==> config.mk <==
export PLATFORM = sky130hd
export DESIGN_NAME = dft_task_file
export DESIGN_NICKNAME = d
export VERILOG_FILES = /design/src/verilog/dft_fifo.v /design/src/verilog/dft_task_file.v
export VERILOG_INCLUDE_DIRS = /design/src /design/src/verilog
export SDC_FILE = /design/constraint.sdc
export NUM_CORES = 1
export LEC_CHECK = 0
export ABC_AREA = 1
export ABC_CLOCK_PERIOD_IN_PS = 2400
export BUFFER_PORTS_ARGS = -buffer_cell sky130_fd_sc_hd__buf_4
export CELL_PAD_IN_SITES_DETAIL_PLACEMENT = 1
export CELL_PAD_IN_SITES_GLOBAL_PLACEMENT = 1
export CORE_ASPECT_RATIO = 0.8
export CORE_UTILIZATION = 43
export DETAILED_ROUTE_END_ITERATION = 10
export HOLD_SLACK_MARGIN = 0.12
export PLACE_DENSITY = 0.85
export SYNTH_ARGS = -nofsm -noshare
export SYNTH_HDL_FRONTEND = slang
export SYNTH_SLANG_ARGS = --single-unit
==> constraint.sdc <==
create_clock -name i_core_clk -period 2.4 [get_ports i_core_clk]
set_clock_uncertainty 0.05 [all_clocks]
set_input_delay 0.12 -clock i_core_clk [delete_from_list [all_inputs] [get_ports i_core_clk]]
set_output_delay 0.12 -clock i_core_clk [all_outputs]
set_load 0.03 [all_outputs]
==> src/verilog/dft_defines.vh <==
// Constants for the disk format task file block
// Behaviour
// Write-long adds four check bytes after sector data.
// Format requests a sector-size interleave table, byte by byte.
// Full buffer sets busy; bad drive lines abort with error.
// Seek unverified; 128 index pulses without seek complete abort.
// Settled head writes 4E until index.
// Per sector an ID and nulled data field; count decrements.
// Host reloads sector count before each format.
// Backfill 4E after last sector; next index interrupts.
// Head byte top bit marks a bad block; the code always writes that bit as 0, so o_bad_block stays low.
// Write gate on 3 bytes after ID check, off 3 after data check; the code keeps the gate on through ST_GAPOF and ST_GAP3.
// Data field update rewrites 12 zero bytes.
// ID mark low bits carry cylinder high: FE, FF, FC, FD.
// Post-data gap 15 bytes, 30 for 512-byte sectors.
// Chip select high deselects; offsets 1, 7 split read and write.
// Parameter registers read back last writes.
// Size/drive/head bit 7: one ECC, zero CRC.
// Size/drive/head bits 6:5: 256, 512 or 128-byte sectors.
// Size/drive/head bits 4:3: drive select number.
// Size/drive/head bits 2:0: head number.
// Status: busy 7, ready 6, fault 5, seek 4, request 3, corr 2, error 0.
// Error: bad 7, uncorr 6, ID check 5, no ID 4, abort 2, trk0 1, mark 0.
// Unrecoverable errors complete normally, flags set.
`ifndef DFT_DEFINES_VH
`define DFT_DEFINES_VH
`define DFT_OFS_DATA     3'h0
`define DFT_OFS_ERRPRE   3'h1
`define DFT_OFS_SECCNT   3'h2
`define DFT_OFS_SECNUM   3'h3
`define DFT_OFS_CYLLO    3'h4
`define DFT_OFS_CYLHI    3'h5
`define DFT_OFS_GEO      3'h6
`define DFT_OFS_STATCMD  3'h7
`define DFT_GEO_EXT      7
`define DFT_ST_BUSY      7
`define DFT_ST_READY     6
`define DFT_ST_WFAULT    5
`define DFT_ST_SEEKDONE  4
`define DFT_ST_XFERREQ   3
`define DFT_ST_CORR      2
`define DFT_ST_ERROR     0
`define DFT_ER_ABORT     2
`define DFT_CMD_FORMAT   4'h5
`define DFT_CMD_WRITE    4'h3
`define DFT_WRLONG_BIT   1
`define DFT_FILL_BYTE    8'h4E
`define DFT_ZERO_BYTE    8'h00
`define DFT_IDMARK_BASE  8'hFE
`define DFT_SEEK_INDEX   8'h80
`define DFT_GATE_DELAY   4'h3
`define DFT_PREAMBLE     5'h0C
`define DFT_GAP_SHORT    5'h0F
`define DFT_GAP_LONG     5'h1E
`define DFT_LONG_EXTRA   10'h004
`define DFT_ID_BYTES     4'h6
`define DFT_DATA_CHECK   3'h2
`define DFT_ECC_CHECK    3'h4
`define DFT_RST_BYTE     8'h00
`endif

==> src/verilog/dft_fifo.v <==
// Small synchronous FIFO carrying host bytes into the sector buffer path
`timescale 1ns/100ps
module dft_fifo #(
    parameter WIDTH = 8,
    parameter DEPTH = 4,
    parameter AW    = 2
) (
    input  wire             i_core_clk,
    input  wire             i_rst,
    input  wire             i_ce,
    input  wire             i_wr_valid,
    output wire             o_wr_ready,
    input  wire [WIDTH-1:0] i_wr_data,
    output wire             o_rd_valid,
    input  wire             i_rd_ready,
    output reg  [WIDTH-1:0] o_rd_data
);
    reg [WIDTH-1:0] mem_ff [0:DEPTH-1];
    reg [AW:0]      wptr_ff;
    reg [AW:0]      rptr_ff;
    reg [AW:0]      cnt_ff;
    wire            do_wr;
    wire            do_rd;

    assign o_wr_ready = (cnt_ff != DEPTH[AW:0]);
    assign o_rd_valid = (cnt_ff != {(AW+1){1'b0}});
    assign do_wr      = i_wr_valid && o_wr_ready;
    assign do_rd      = o_rd_valid && i_rd_ready;

    always @* begin
        o_rd_data = mem_ff[rptr_ff[AW-1:0]];
    end

    always @(posedge i_core_clk) begin
        if (i_rst) begin
            wptr_ff <= {(AW+1){1'b0}};
            rptr_ff <= {(AW+1){1'b0}};
            cnt_ff  <= {(AW+1){1'b0}};
        end else if (i_ce) begin
            if (do_wr) begin
                mem_ff[wptr_ff[AW-1:0]] <= i_wr_data;
                wptr_ff <= wptr_ff + 1'b1;
            end
            if (do_rd)
                rptr_ff <= rptr_ff + 1'b1;
            cnt_ff <= cnt_ff + {{AW{1'b0}}, do_wr} - {{AW{1'b0}}, do_rd};
        end
    end
endmodule // dft_fifo

==> src/verilog/dft_task_file.v <==
// Task file, register map and format-track sequencer
`timescale 1ns/100ps
`include "dft_defines.vh"
module dft_task_file #(
    parameter SEEK_INDEX_LIMIT = `DFT_SEEK_INDEX
) (
    input  wire       i_core_clk,
    input  wire       i_rst,
    input  wire       i_ce,
    input  wire       i_cs_n,
    input  wire [2:0] i_reg_sel,
    input  wire       i_read_strobe_n,
    input  wire       i_write_strobe_n,
    input  wire [7:0] i_host_data,
    output reg  [7:0] o_host_data,
    output reg        o_host_data_oe_n,
    output reg        o_transfer_request,
    output reg        o_intrq,
    input  wire       i_index,
    input  wire       i_seek_complete,
    input  wire       i_drive_ready,
    input  wire       i_write_fault,
    input  wire       i_byte_strobe,
    output reg        o_step,
    output reg        o_write_gate,
    output reg  [7:0] o_write_byte,
    output reg        o_write_byte_valid,
    output reg  [3:0] o_drive_sel,
    output reg  [2:0] o_head_sel,
    output reg        o_ecc_mode,
    output reg  [7:0] o_precomp_cyl,
    output reg        o_bad_block
);
    localparam ST_IDLE  = 4'h0;
    localparam ST_FILL  = 4'h1;
    localparam ST_CHECK = 4'h2;
    localparam ST_SEEK  = 4'h3;
    localparam ST_PRE   = 4'h4;
    localparam ST_ID    = 4'h5;
    localparam ST_GAPON = 4'h6;
    localparam ST_ZERO  = 4'h7;
    localparam ST_DATA  = 4'h8;
    localparam ST_CHK   = 4'h9;
    localparam ST_GAPOF = 4'hA;
    localparam ST_GAP3  = 4'hB;
    localparam ST_BACK  = 4'hC;
    localparam ST_WLONG = 4'hD;

    reg  [3:0]  state_ff;
    reg  [9:0]  cnt_ff;
    reg  [7:0]  idx_cnt_ff;
    reg  [7:0]  sec_cnt_ff;
    reg  [7:0]  sec_num_ff;
    reg  [7:0]  cyl_lo_ff;
    reg  [7:0]  cyl_hi_ff;
    reg  [7:0]  geo_ff;
    reg  [7:0]  err_ff;
    reg         busy_ff;
    reg         error_ff;
    reg         corr_ff;
    reg  [7:0]  ilv_ff;
    reg  [2:0]  idx_sync_ff;
    reg  [2:0]  sk_sync_ff;
    reg  [2:0]  rdy_sync_ff;
    reg  [2:0]  wf_sync_ff;
    reg  [2:0]  bs_sync_ff;
    reg         idx_lvl_ff;
    reg         bs_lvl_ff;
    reg         rd_n_d_ff;
    reg         wr_n_d_ff;
    wire        idx_rise;
    wire        bs_rise;
    wire        rd_edge;
    wire        wr_edge;
    wire [7:0]  status;
    reg  [9:0]  sec_bytes;
    wire [4:0]  gap_len;
    wire [2:0]  chk_len;
    wire [7:0]  id_mark;
    wire        fifo_ready;
    wire        fifo_valid;
    wire [7:0]  fifo_data;
    wire        fifo_take;
    reg  [7:0]  id_byte;

    // Last two stages must agree for index and byte strobe
    always @(posedge i_core_clk) begin
        if (i_rst) begin
            idx_sync_ff <= 3'h0;
            sk_sync_ff  <= 3'h0;
            rdy_sync_ff <= 3'h0;
            wf_sync_ff  <= 3'h0;
            bs_sync_ff  <= 3'h0;
            idx_lvl_ff  <= 1'b0;
            bs_lvl_ff   <= 1'b0;
        end else if (i_ce) begin
            idx_sync_ff <= {idx_sync_ff[1:0], i_index};
            sk_sync_ff  <= {sk_sync_ff[1:0], i_seek_complete};
            rdy_sync_ff <= {rdy_sync_ff[1:0], i_drive_ready};
            wf_sync_ff  <= {wf_sync_ff[1:0], i_write_fault};
            bs_sync_ff  <= {bs_sync_ff[1:0], i_byte_strobe};
            if (idx_sync_ff[2] == idx_sync_ff[1])
                idx_lvl_ff <= idx_sync_ff[2];
            if (bs_sync_ff[2] == bs_sync_ff[1])
                bs_lvl_ff <= bs_sync_ff[2];
        end
    end
    assign idx_rise = (idx_sync_ff[2] == idx_sync_ff[1]) && idx_sync_ff[2] && !idx_lvl_ff;
    assign bs_rise  = (bs_sync_ff[2] == bs_sync_ff[1]) && bs_sync_ff[2] && !bs_lvl_ff;

    // Same-clock strobes; act on trailing edge
    assign rd_edge = !i_cs_n && i_read_strobe_n && !rd_n_d_ff;
    assign wr_edge = !i_cs_n && i_write_strobe_n && !wr_n_d_ff;

    always @* begin
        case (geo_ff[6:5])
            2'b01:   sec_bytes = 10'h200;
            2'b11:   sec_bytes = 10'h080;
            default: sec_bytes = 10'h100;
        endcase
    end
    assign gap_len = (geo_ff[6:5] == 2'b01) ? `DFT_GAP_LONG : `DFT_GAP_SHORT;
    assign chk_len = geo_ff[`DFT_GEO_EXT] ? `DFT_ECC_CHECK : `DFT_DATA_CHECK;
    assign id_mark = `DFT_IDMARK_BASE ^ {6'h00, cyl_hi_ff[1:0]};

    assign status = {busy_ff, rdy_sync_ff[2], wf_sync_ff[2], sk_sync_ff[2],
                     o_transfer_request, corr_ff, 1'b0, error_ff};

    assign fifo_take = bs_rise && ((state_ff == ST_WLONG) ||
                       (state_ff == ST_FILL && fifo_valid));

    dft_fifo #(.WIDTH(8), .DEPTH(4), .AW(2)) u_fifo (
        .i_core_clk (i_core_clk),
        .i_rst      (i_rst),
        .i_ce       (i_ce),
        .i_wr_valid (wr_edge && i_reg_sel == `DFT_OFS_DATA && o_transfer_request),
        .o_wr_ready (fifo_ready),
        .i_wr_data  (i_host_data),
        .o_rd_valid (fifo_valid),
        .i_rd_ready (fifo_take || state_ff == ST_FILL),
        .o_rd_data  (fifo_data)
    );

    always @* begin
        case (cnt_ff[2:0])
            3'h1:    id_byte = id_mark;
            3'h2:    id_byte = cyl_lo_ff;
            3'h3:    id_byte = {1'b0, 4'h0, geo_ff[2:0]};
            3'h4:    id_byte = ilv_ff;
            default: id_byte = `DFT_ZERO_BYTE;
        endcase
    end

    always @(posedge i_core_clk) begin
        if (i_rst) begin
            state_ff           <= ST_IDLE;
            cnt_ff             <= 10'h000;
            idx_cnt_ff         <= 8'h00;
            sec_cnt_ff         <= `DFT_RST_BYTE;
            sec_num_ff         <= `DFT_RST_BYTE;
            cyl_lo_ff          <= `DFT_RST_BYTE;
            cyl_hi_ff          <= `DFT_RST_BYTE;
            geo_ff             <= `DFT_RST_BYTE;
            err_ff             <= `DFT_RST_BYTE;
            ilv_ff             <= `DFT_RST_BYTE;
            busy_ff            <= 1'b0;
            error_ff           <= 1'b0;
            corr_ff            <= 1'b0;
            rd_n_d_ff          <= 1'b1;
            wr_n_d_ff          <= 1'b1;
            o_host_data        <= 8'h00;
            o_host_data_oe_n   <= 1'b1;
            o_transfer_request <= 1'b0;
            o_intrq            <= 1'b0;
            o_step             <= 1'b0;
            o_write_gate       <= 1'b0;
            o_write_byte       <= 8'h00;
            o_write_byte_valid <= 1'b0;
            o_drive_sel        <= 4'h1;
            o_head_sel         <= 3'h0;
            o_ecc_mode         <= 1'b0;
            o_precomp_cyl      <= 8'h00;
            o_bad_block        <= 1'b0;
        end else if (i_ce) begin
            rd_n_d_ff          <= i_read_strobe_n;
            wr_n_d_ff          <= i_write_strobe_n;
            o_step             <= 1'b0;
            o_write_byte_valid <= 1'b0;
            o_drive_sel        <= 4'h1 << geo_ff[4:3];
            o_head_sel         <= geo_ff[2:0];
            o_ecc_mode         <= geo_ff[`DFT_GEO_EXT];
            o_host_data_oe_n   <= !(!i_cs_n && !i_read_strobe_n);
            case (i_reg_sel)
                `DFT_OFS_DATA:   o_host_data <= ilv_ff;
                `DFT_OFS_ERRPRE: o_host_data <= err_ff;
                `DFT_OFS_SECCNT: o_host_data <= sec_cnt_ff;
                `DFT_OFS_SECNUM: o_host_data <= sec_num_ff;
                `DFT_OFS_CYLLO:  o_host_data <= cyl_lo_ff;
                `DFT_OFS_CYLHI:  o_host_data <= cyl_hi_ff;
                `DFT_OFS_GEO:    o_host_data <= geo_ff;
                default:         o_host_data <= status;
            endcase
            if (rd_edge && i_reg_sel == `DFT_OFS_STATCMD)
                o_intrq <= 1'b0;
            // Refused while busy
            if (wr_edge && !busy_ff) begin
                case (i_reg_sel)
                    `DFT_OFS_ERRPRE: o_precomp_cyl <= i_host_data;
                    `DFT_OFS_SECCNT: sec_cnt_ff    <= i_host_data;
                    `DFT_OFS_SECNUM: sec_num_ff    <= i_host_data;
                    `DFT_OFS_CYLLO:  cyl_lo_ff     <= i_host_data;
                    `DFT_OFS_CYLHI:  cyl_hi_ff     <= i_host_data;
                    `DFT_OFS_GEO:    geo_ff        <= i_host_data;
                    `DFT_OFS_STATCMD: begin
                        if (state_ff == ST_IDLE && !o_transfer_request &&
                            (i_host_data[7:4] == `DFT_CMD_FORMAT ||
                             i_host_data[7:4] == `DFT_CMD_WRITE)) begin
                            err_ff             <= 8'h00;
                            error_ff           <= 1'b0;
                            corr_ff            <= 1'b0;
                            o_intrq            <= 1'b0;
                            o_transfer_request <= 1'b1;
                            cnt_ff <= (i_host_data[7:4] == `DFT_CMD_WRITE &&
                                       i_host_data[`DFT_WRLONG_BIT]) ?
                                      sec_bytes + `DFT_LONG_EXTRA : sec_bytes;
                            state_ff <= (i_host_data[7:4] == `DFT_CMD_FORMAT) ?
                                        ST_FILL : ST_WLONG;
                        end
                    end
                    default: ;
                endcase
            end
            case (state_ff)
                ST_IDLE: ;
                ST_FILL, ST_WLONG: begin
                    // Byte per data write; last byte ends the request
                    if (wr_edge && i_reg_sel == `DFT_OFS_DATA && o_transfer_request) begin
                        ilv_ff <= i_host_data;
                        if (cnt_ff == 10'h001) begin
                            o_transfer_request <= 1'b0;
                            busy_ff            <= 1'b1;
                            state_ff           <= ST_CHECK;
                        end
                        cnt_ff <= cnt_ff - 10'h001;
                    end
                end
                ST_CHECK: begin
                    if (!sk_sync_ff[2] || !rdy_sync_ff[2] || wf_sync_ff[2]) begin
                        err_ff[`DFT_ER_ABORT] <= 1'b1;
                        error_ff <= 1'b1;
                        o_intrq  <= 1'b1;
                        busy_ff  <= 1'b0;
                        state_ff <= ST_IDLE;
                    end else begin
                        o_step     <= 1'b1;
                        idx_cnt_ff <= 8'h00;
                        state_ff   <= ST_SEEK;
                    end
                end
                ST_SEEK: begin
                    if (!cnt_ff[3])
                        cnt_ff <= cnt_ff + 10'h001;
                    if (sk_sync_ff[2] && cnt_ff[3]) begin
                        state_ff <= ST_PRE;
                    end else if (idx_rise) begin
                        if (idx_cnt_ff == SEEK_INDEX_LIMIT - 8'h01) begin
                            err_ff[`DFT_ER_ABORT] <= 1'b1;
                            error_ff <= 1'b1;
                            o_intrq  <= 1'b1;
                            busy_ff  <= 1'b0;
                            state_ff <= ST_IDLE;
                        end
                        idx_cnt_ff <= idx_cnt_ff + 8'h01;
                    end
                end
                ST_PRE, ST_BACK: begin
                    o_write_gate <= 1'b1;
                    if (bs_rise) begin
                        o_write_byte       <= `DFT_FILL_BYTE;
                        o_write_byte_valid <= 1'b1;
                    end
                    if (idx_rise) begin
                        if (state_ff == ST_BACK) begin
                            o_write_gate <= 1'b0;
                            o_intrq      <= 1'b1;
                            busy_ff      <= 1'b0;
                            state_ff     <= ST_IDLE;
                        end else if (sec_cnt_ff == 8'h00) begin
                            state_ff <= ST_BACK;
                        end else begin
                            cnt_ff   <= 10'h000;
                            state_ff <= ST_ID;
                        end
                    end
                end
                ST_ID: begin
                    if (bs_rise) begin
                        o_write_byte       <= id_byte;
                        o_write_byte_valid <= 1'b1;
                        o_bad_block <= (cnt_ff[2:0] == 3'h3) && id_byte[7];
                        if (cnt_ff[3:0] == `DFT_ID_BYTES - 4'h1) begin
                            o_write_gate <= 1'b0;
                            cnt_ff       <= 10'h000;
                            state_ff     <= ST_GAPON;
                        end else begin
                            cnt_ff <= cnt_ff + 10'h001;
                        end
                    end
                end
                ST_GAPON: begin
                    if (bs_rise) begin
                        if (cnt_ff[3:0] == `DFT_GATE_DELAY - 4'h1) begin
                            o_write_gate <= 1'b1;
                            cnt_ff       <= 10'h000;
                            state_ff     <= ST_ZERO;
                        end else begin
                            cnt_ff <= cnt_ff + 10'h001;
                        end
                    end
                end
                ST_ZERO: begin
                    if (bs_rise) begin
                        o_write_byte       <= `DFT_ZERO_BYTE;
                        o_write_byte_valid <= 1'b1;
                        if (cnt_ff[4:0] == `DFT_PREAMBLE - 5'h01) begin
                            cnt_ff   <= 10'h000;
                            state_ff <= ST_DATA;
                        end else begin
                            cnt_ff <= cnt_ff + 10'h001;
                        end
                    end
                end
                ST_DATA, ST_CHK: begin
                    // Nulled data field, then its check bytes
                    if (bs_rise) begin
                        o_write_byte       <= `DFT_ZERO_BYTE;
                        o_write_byte_valid <= 1'b1;
                        if (state_ff == ST_DATA && cnt_ff == sec_bytes - 10'h001) begin
                            cnt_ff   <= 10'h000;
                            state_ff <= ST_CHK;
                        end else if (state_ff == ST_CHK &&
                                     cnt_ff[2:0] == chk_len - 3'h1) begin
                            cnt_ff   <= 10'h000;
                            state_ff <= ST_GAPOF;
                        end else begin
                            cnt_ff <= cnt_ff + 10'h001;
                        end
                    end
                end
                ST_GAPOF: begin
                    if (bs_rise) begin
                        if (cnt_ff[3:0] == `DFT_GATE_DELAY - 4'h1) begin
                            cnt_ff   <= 10'h000;
                            state_ff <= ST_GAP3;
                        end else begin
                            cnt_ff <= cnt_ff + 10'h001;
                        end
                    end
                end
                ST_GAP3: begin
                    if (bs_rise) begin
                        o_write_byte       <= `DFT_FILL_BYTE;
                        o_write_byte_valid <= 1'b1;
                        if (cnt_ff[4:0] == gap_len - 5'h01) begin
                            sec_cnt_ff <= sec_cnt_ff - 8'h01;
                            cnt_ff     <= 10'h000;
                            state_ff   <= (sec_cnt_ff == 8'h01) ? ST_BACK : ST_ID;
                        end else begin
                            cnt_ff <= cnt_ff + 10'h001;
                        end
                    end
                end
                default: state_ff <= ST_IDLE;
            endcase
        end
    end
endmodule // dft_task_file

==> impl_metrics.tcl <==
set metrics [dict create \
    status "finished clean" \
    clockRootBuffer "clkbuf_16" \
    synth-seq-area-share_pct 34.1 \
    holdWs_ps 163 \
    drtIter0Drc 860 \
    yosysWarnings 0 \
    finalNetCount 1337 \
    chipWidth_um 152 \
    fillers 2322 \
    avgViaCountPerCell 5.94 \
    power_frac_clock_pct 51.0 \
    grt_pass1_vias 9030 \
    cp-start-kind "register" \
    p_leak_uw 0.00421 \
    final_antenna_net_count 0 \
    dr.pass1.iters 5 \
    num_rows 43 \
    syn_area_sq_um 7700 \
    crit_fanout 5 \
    required_ps 2620 \
    tns_ps 0 \
    async_flop_share_pct 0 \
    finalCriticalPeriod_ps 2300 \
    grt_max_degree 73 \
    syn_to_final_growth_pct 23.5 \
    worstPathArrival_ps 2520 \
    syn-mean-instance-area_sq_um 6.44 \
    io_buffers 60 \
    antenna_cells 0 \
    cts.sinks 131 \
    dpl.cell_count 1493 \
    criticalPathCategory "reg2reg" \
    core_area_sq_um 17400 \
    antenna_found_initial 0 \
    synth_edf_count 0 \
    end_kind "register" \
    max_freq_ghz 0.435 \
    placed_area_sq_um 8690 \
    die_area_sq_um 18400 \
    fin_cells 1542 \
    gr-usage-all-layers_pct 36.5 \
    grtUsageMet2_pct 56.4 \
    worst_pin_slew_ps 903 \
    utilization_pct 54.6 \
    drc 0 \
    swShare_pct 26.2 \
    maxCapViolCount 0 \
    route.detailed.wl_per_inst_um 21.4 \
    relSlewSlack_pct 39.4 \
    wl_um 32900 \
    start_util_pct 44.2 \
    hold_path.class "in2reg" \
    cts_buffers 17 \
    clock_path_buffers 2 \
    grt_pass1_wl_um 50700 \
    p_seq_share_pct 41.2 \
    comb_power_share_pct 7.8 \
    die_y_um 122 \
    place.detailed.hpwl_um 22800 \
    netlist-cell-type-count 52 \
    vdd.ir_drop.worst_uv 358 \
    synth_seq_cells 131 \
    vias 9162 \
    p_sw_uw 1430 \
    gr-total-overflow 0 \
    io-pin-count 61 \
    finalHoldViolCount 0 \
    grt.busiest_layer "met2" \
    insertion_delay_ps 430 \
    fin_crit_sh_pct 95.7 \
    slew_violations 0 \
    grt.met1_usage_pct 50.2 \
    grt_util_met3_pct 8.69 \
    htreeDepth 4 \
    netlist_instances 1195 \
    final_cell_mix "nand2_1 (280), nor2_1 (133), dfxtp_1 (129)" \
    gp_congestion 0.994 \
    final_common_cell "nand2_1" \
    power.density_nw_per_um2 575 \
    final_area_sq_um 9510 \
    synth_fp_nets 1228 \
    finalSetupViolations 0 \
    synthFlopType "dfxtp_1" \
    p_int_uw 4040 \
    drive_gt1_share_pct 14.9 \
    cts_tree "built" \
    path_clk_slew_ps 60 \
    rsz0062_at_grt "yes" \
]
[kinds of logic after synthesis]
family	synth area share (%)
AND/OR/NAND/NOR	30.2
AO/OA/AOI/OAI	22.8
buffers and inverters	10.1
flip-flops	34.1
adder cells (fa/ha/maj)	1.79
XOR/XNOR	1.14
[flip-flops by register name, indices dropped and copies added (netlist names), 4 cells and up]
signal	flops
geo_ff	8
sec_cnt_ff	8
o_host_data	8
idx_cnt_ff	8
cyl_hi_ff	8
cyl_lo_ff	8
o_write_byte	8
state_ff	4
ilv_ff	8
o_drive_sel	4
sec_num_ff	8
cnt_ff	10
o_precomp_cyl	8
[critical path, cell delays in order, from the launching register on]
cell,delay [ps]
dfxtp_1,360
ha_1,170
inv_1,40
nor2_1,220
nand4_1,210
nand2_1,250
nand3_1,190
a21oi_1,170
buf_4,160
nand2_1,50
nand2_1,70
nand2_1,50
nand2_1,60
a21oi_1,80
[cells in the mapped netlist, drive strengths merged, types with 2 or more instances]
library cell	number	share of area, %
o22ai	9	0.73
nand4	14	1.2
dfxtp	131	34
a31oi	4	0.32
o31ai	4	0.39
nor4	3	0.24
ha	11	1.8
o2111ai	4	0.46
nand3	76	5.1
xor2	9	1.0
o211ai	14	1.4
buf	25	2.0
a21oi	114	7.5
nor3	20	1.6
clkinv	2	0.098
o21ai	126	8.3
nor2	142	7.4
a221o	2	0.26
a221oi	12	1.4
nand3b	4	0.39
inv	136	6.6
clkbuf	27	1.3
nand2	284	14
or2	2	0.16
o41ai	2	0.23
a211oi	10	0.98
[path summary, 6_finish.rpt]
kind                                 endpoint  slack, ps                        start  cells after the start
setup / recovery       cnt_ff[0]$_SDFFE_PP0P_        100   bs_sync_ff[2]$_SDFFE_PP0P_                     13
hold / removal     sec_num_ff[5]$_SDFFE_PP0P_        160               i_host_data[5]                      3
setup reg to reg       cnt_ff[0]$_SDFFE_PP0P_        100   bs_sync_ff[2]$_SDFFE_PP0P_                     13
hold reg to reg   o_host_data[5]$_SDFFE_PP0P_        430  o_host_data[5]$_SDFFE_PP0P_                      2
[power by group through the flow]
| stage | clock [uW] | sequential, uW | combinational, uW |
|---|---|---|---|
| 2_1_floorplan | 0 | 2300 | 213 |
| 3_3_place_gp | 0 | 2290 | 373 |
| 3_5_place_dp | 0 | 2300 | 384 |
| 4_1_cts | 2820 | 2250 | 411 |
| 5_1_grt | 2900 | 2250 | 462 |
| 6_report | 2790 | 2250 | 428 |
[timing repair]
action | 4_1_cts | 5_1_grt
gates resized for setup | 1 | 10
endpoints found under the hold margin | 42 | 0
gates cloned | 0 | 0
pin swaps | 0 | 1
setup buffers | 0 | 2
setup endpoints to repair | 2 | 17
hold buffers | 15 | 0
[layout make-up]
cell class / count / area [sq um] / share of cell area (%)
clock buffers: 19 / 443 / 4.66
flip-flops and latches: 131 / 2630 / 27.6
well taps: 225 / 282 / 2.96
repair buffers: 142 / 1130 / 11.9
clock inverters: 13 / 173 / 1.82
inverters: 138 / 518 / 5.45
multi-input cells: 874 / 4340 / 45.6
[routing by layer]
layer  part of all wire (%)  vias to the layer above
met5                      0                        -
met4                    2.3                        0
met3                    9.3                       67
met2                     44                      438
met1                     44                     4454
li1                       -                     4203
[per-stage QoR]
step | total power (uW) | setup WS [ps]
2_1_floorplan | 2520 | 546
3_3_place_gp | 2670 | 123
3_5_place_dp | 2680 | -28.9
4_1_cts | 5480 | 58.7
5_1_grt | 5620 | -46.0
6_report | 5470 | 103
Note: power is estimated with default switching activity, not from simulation.
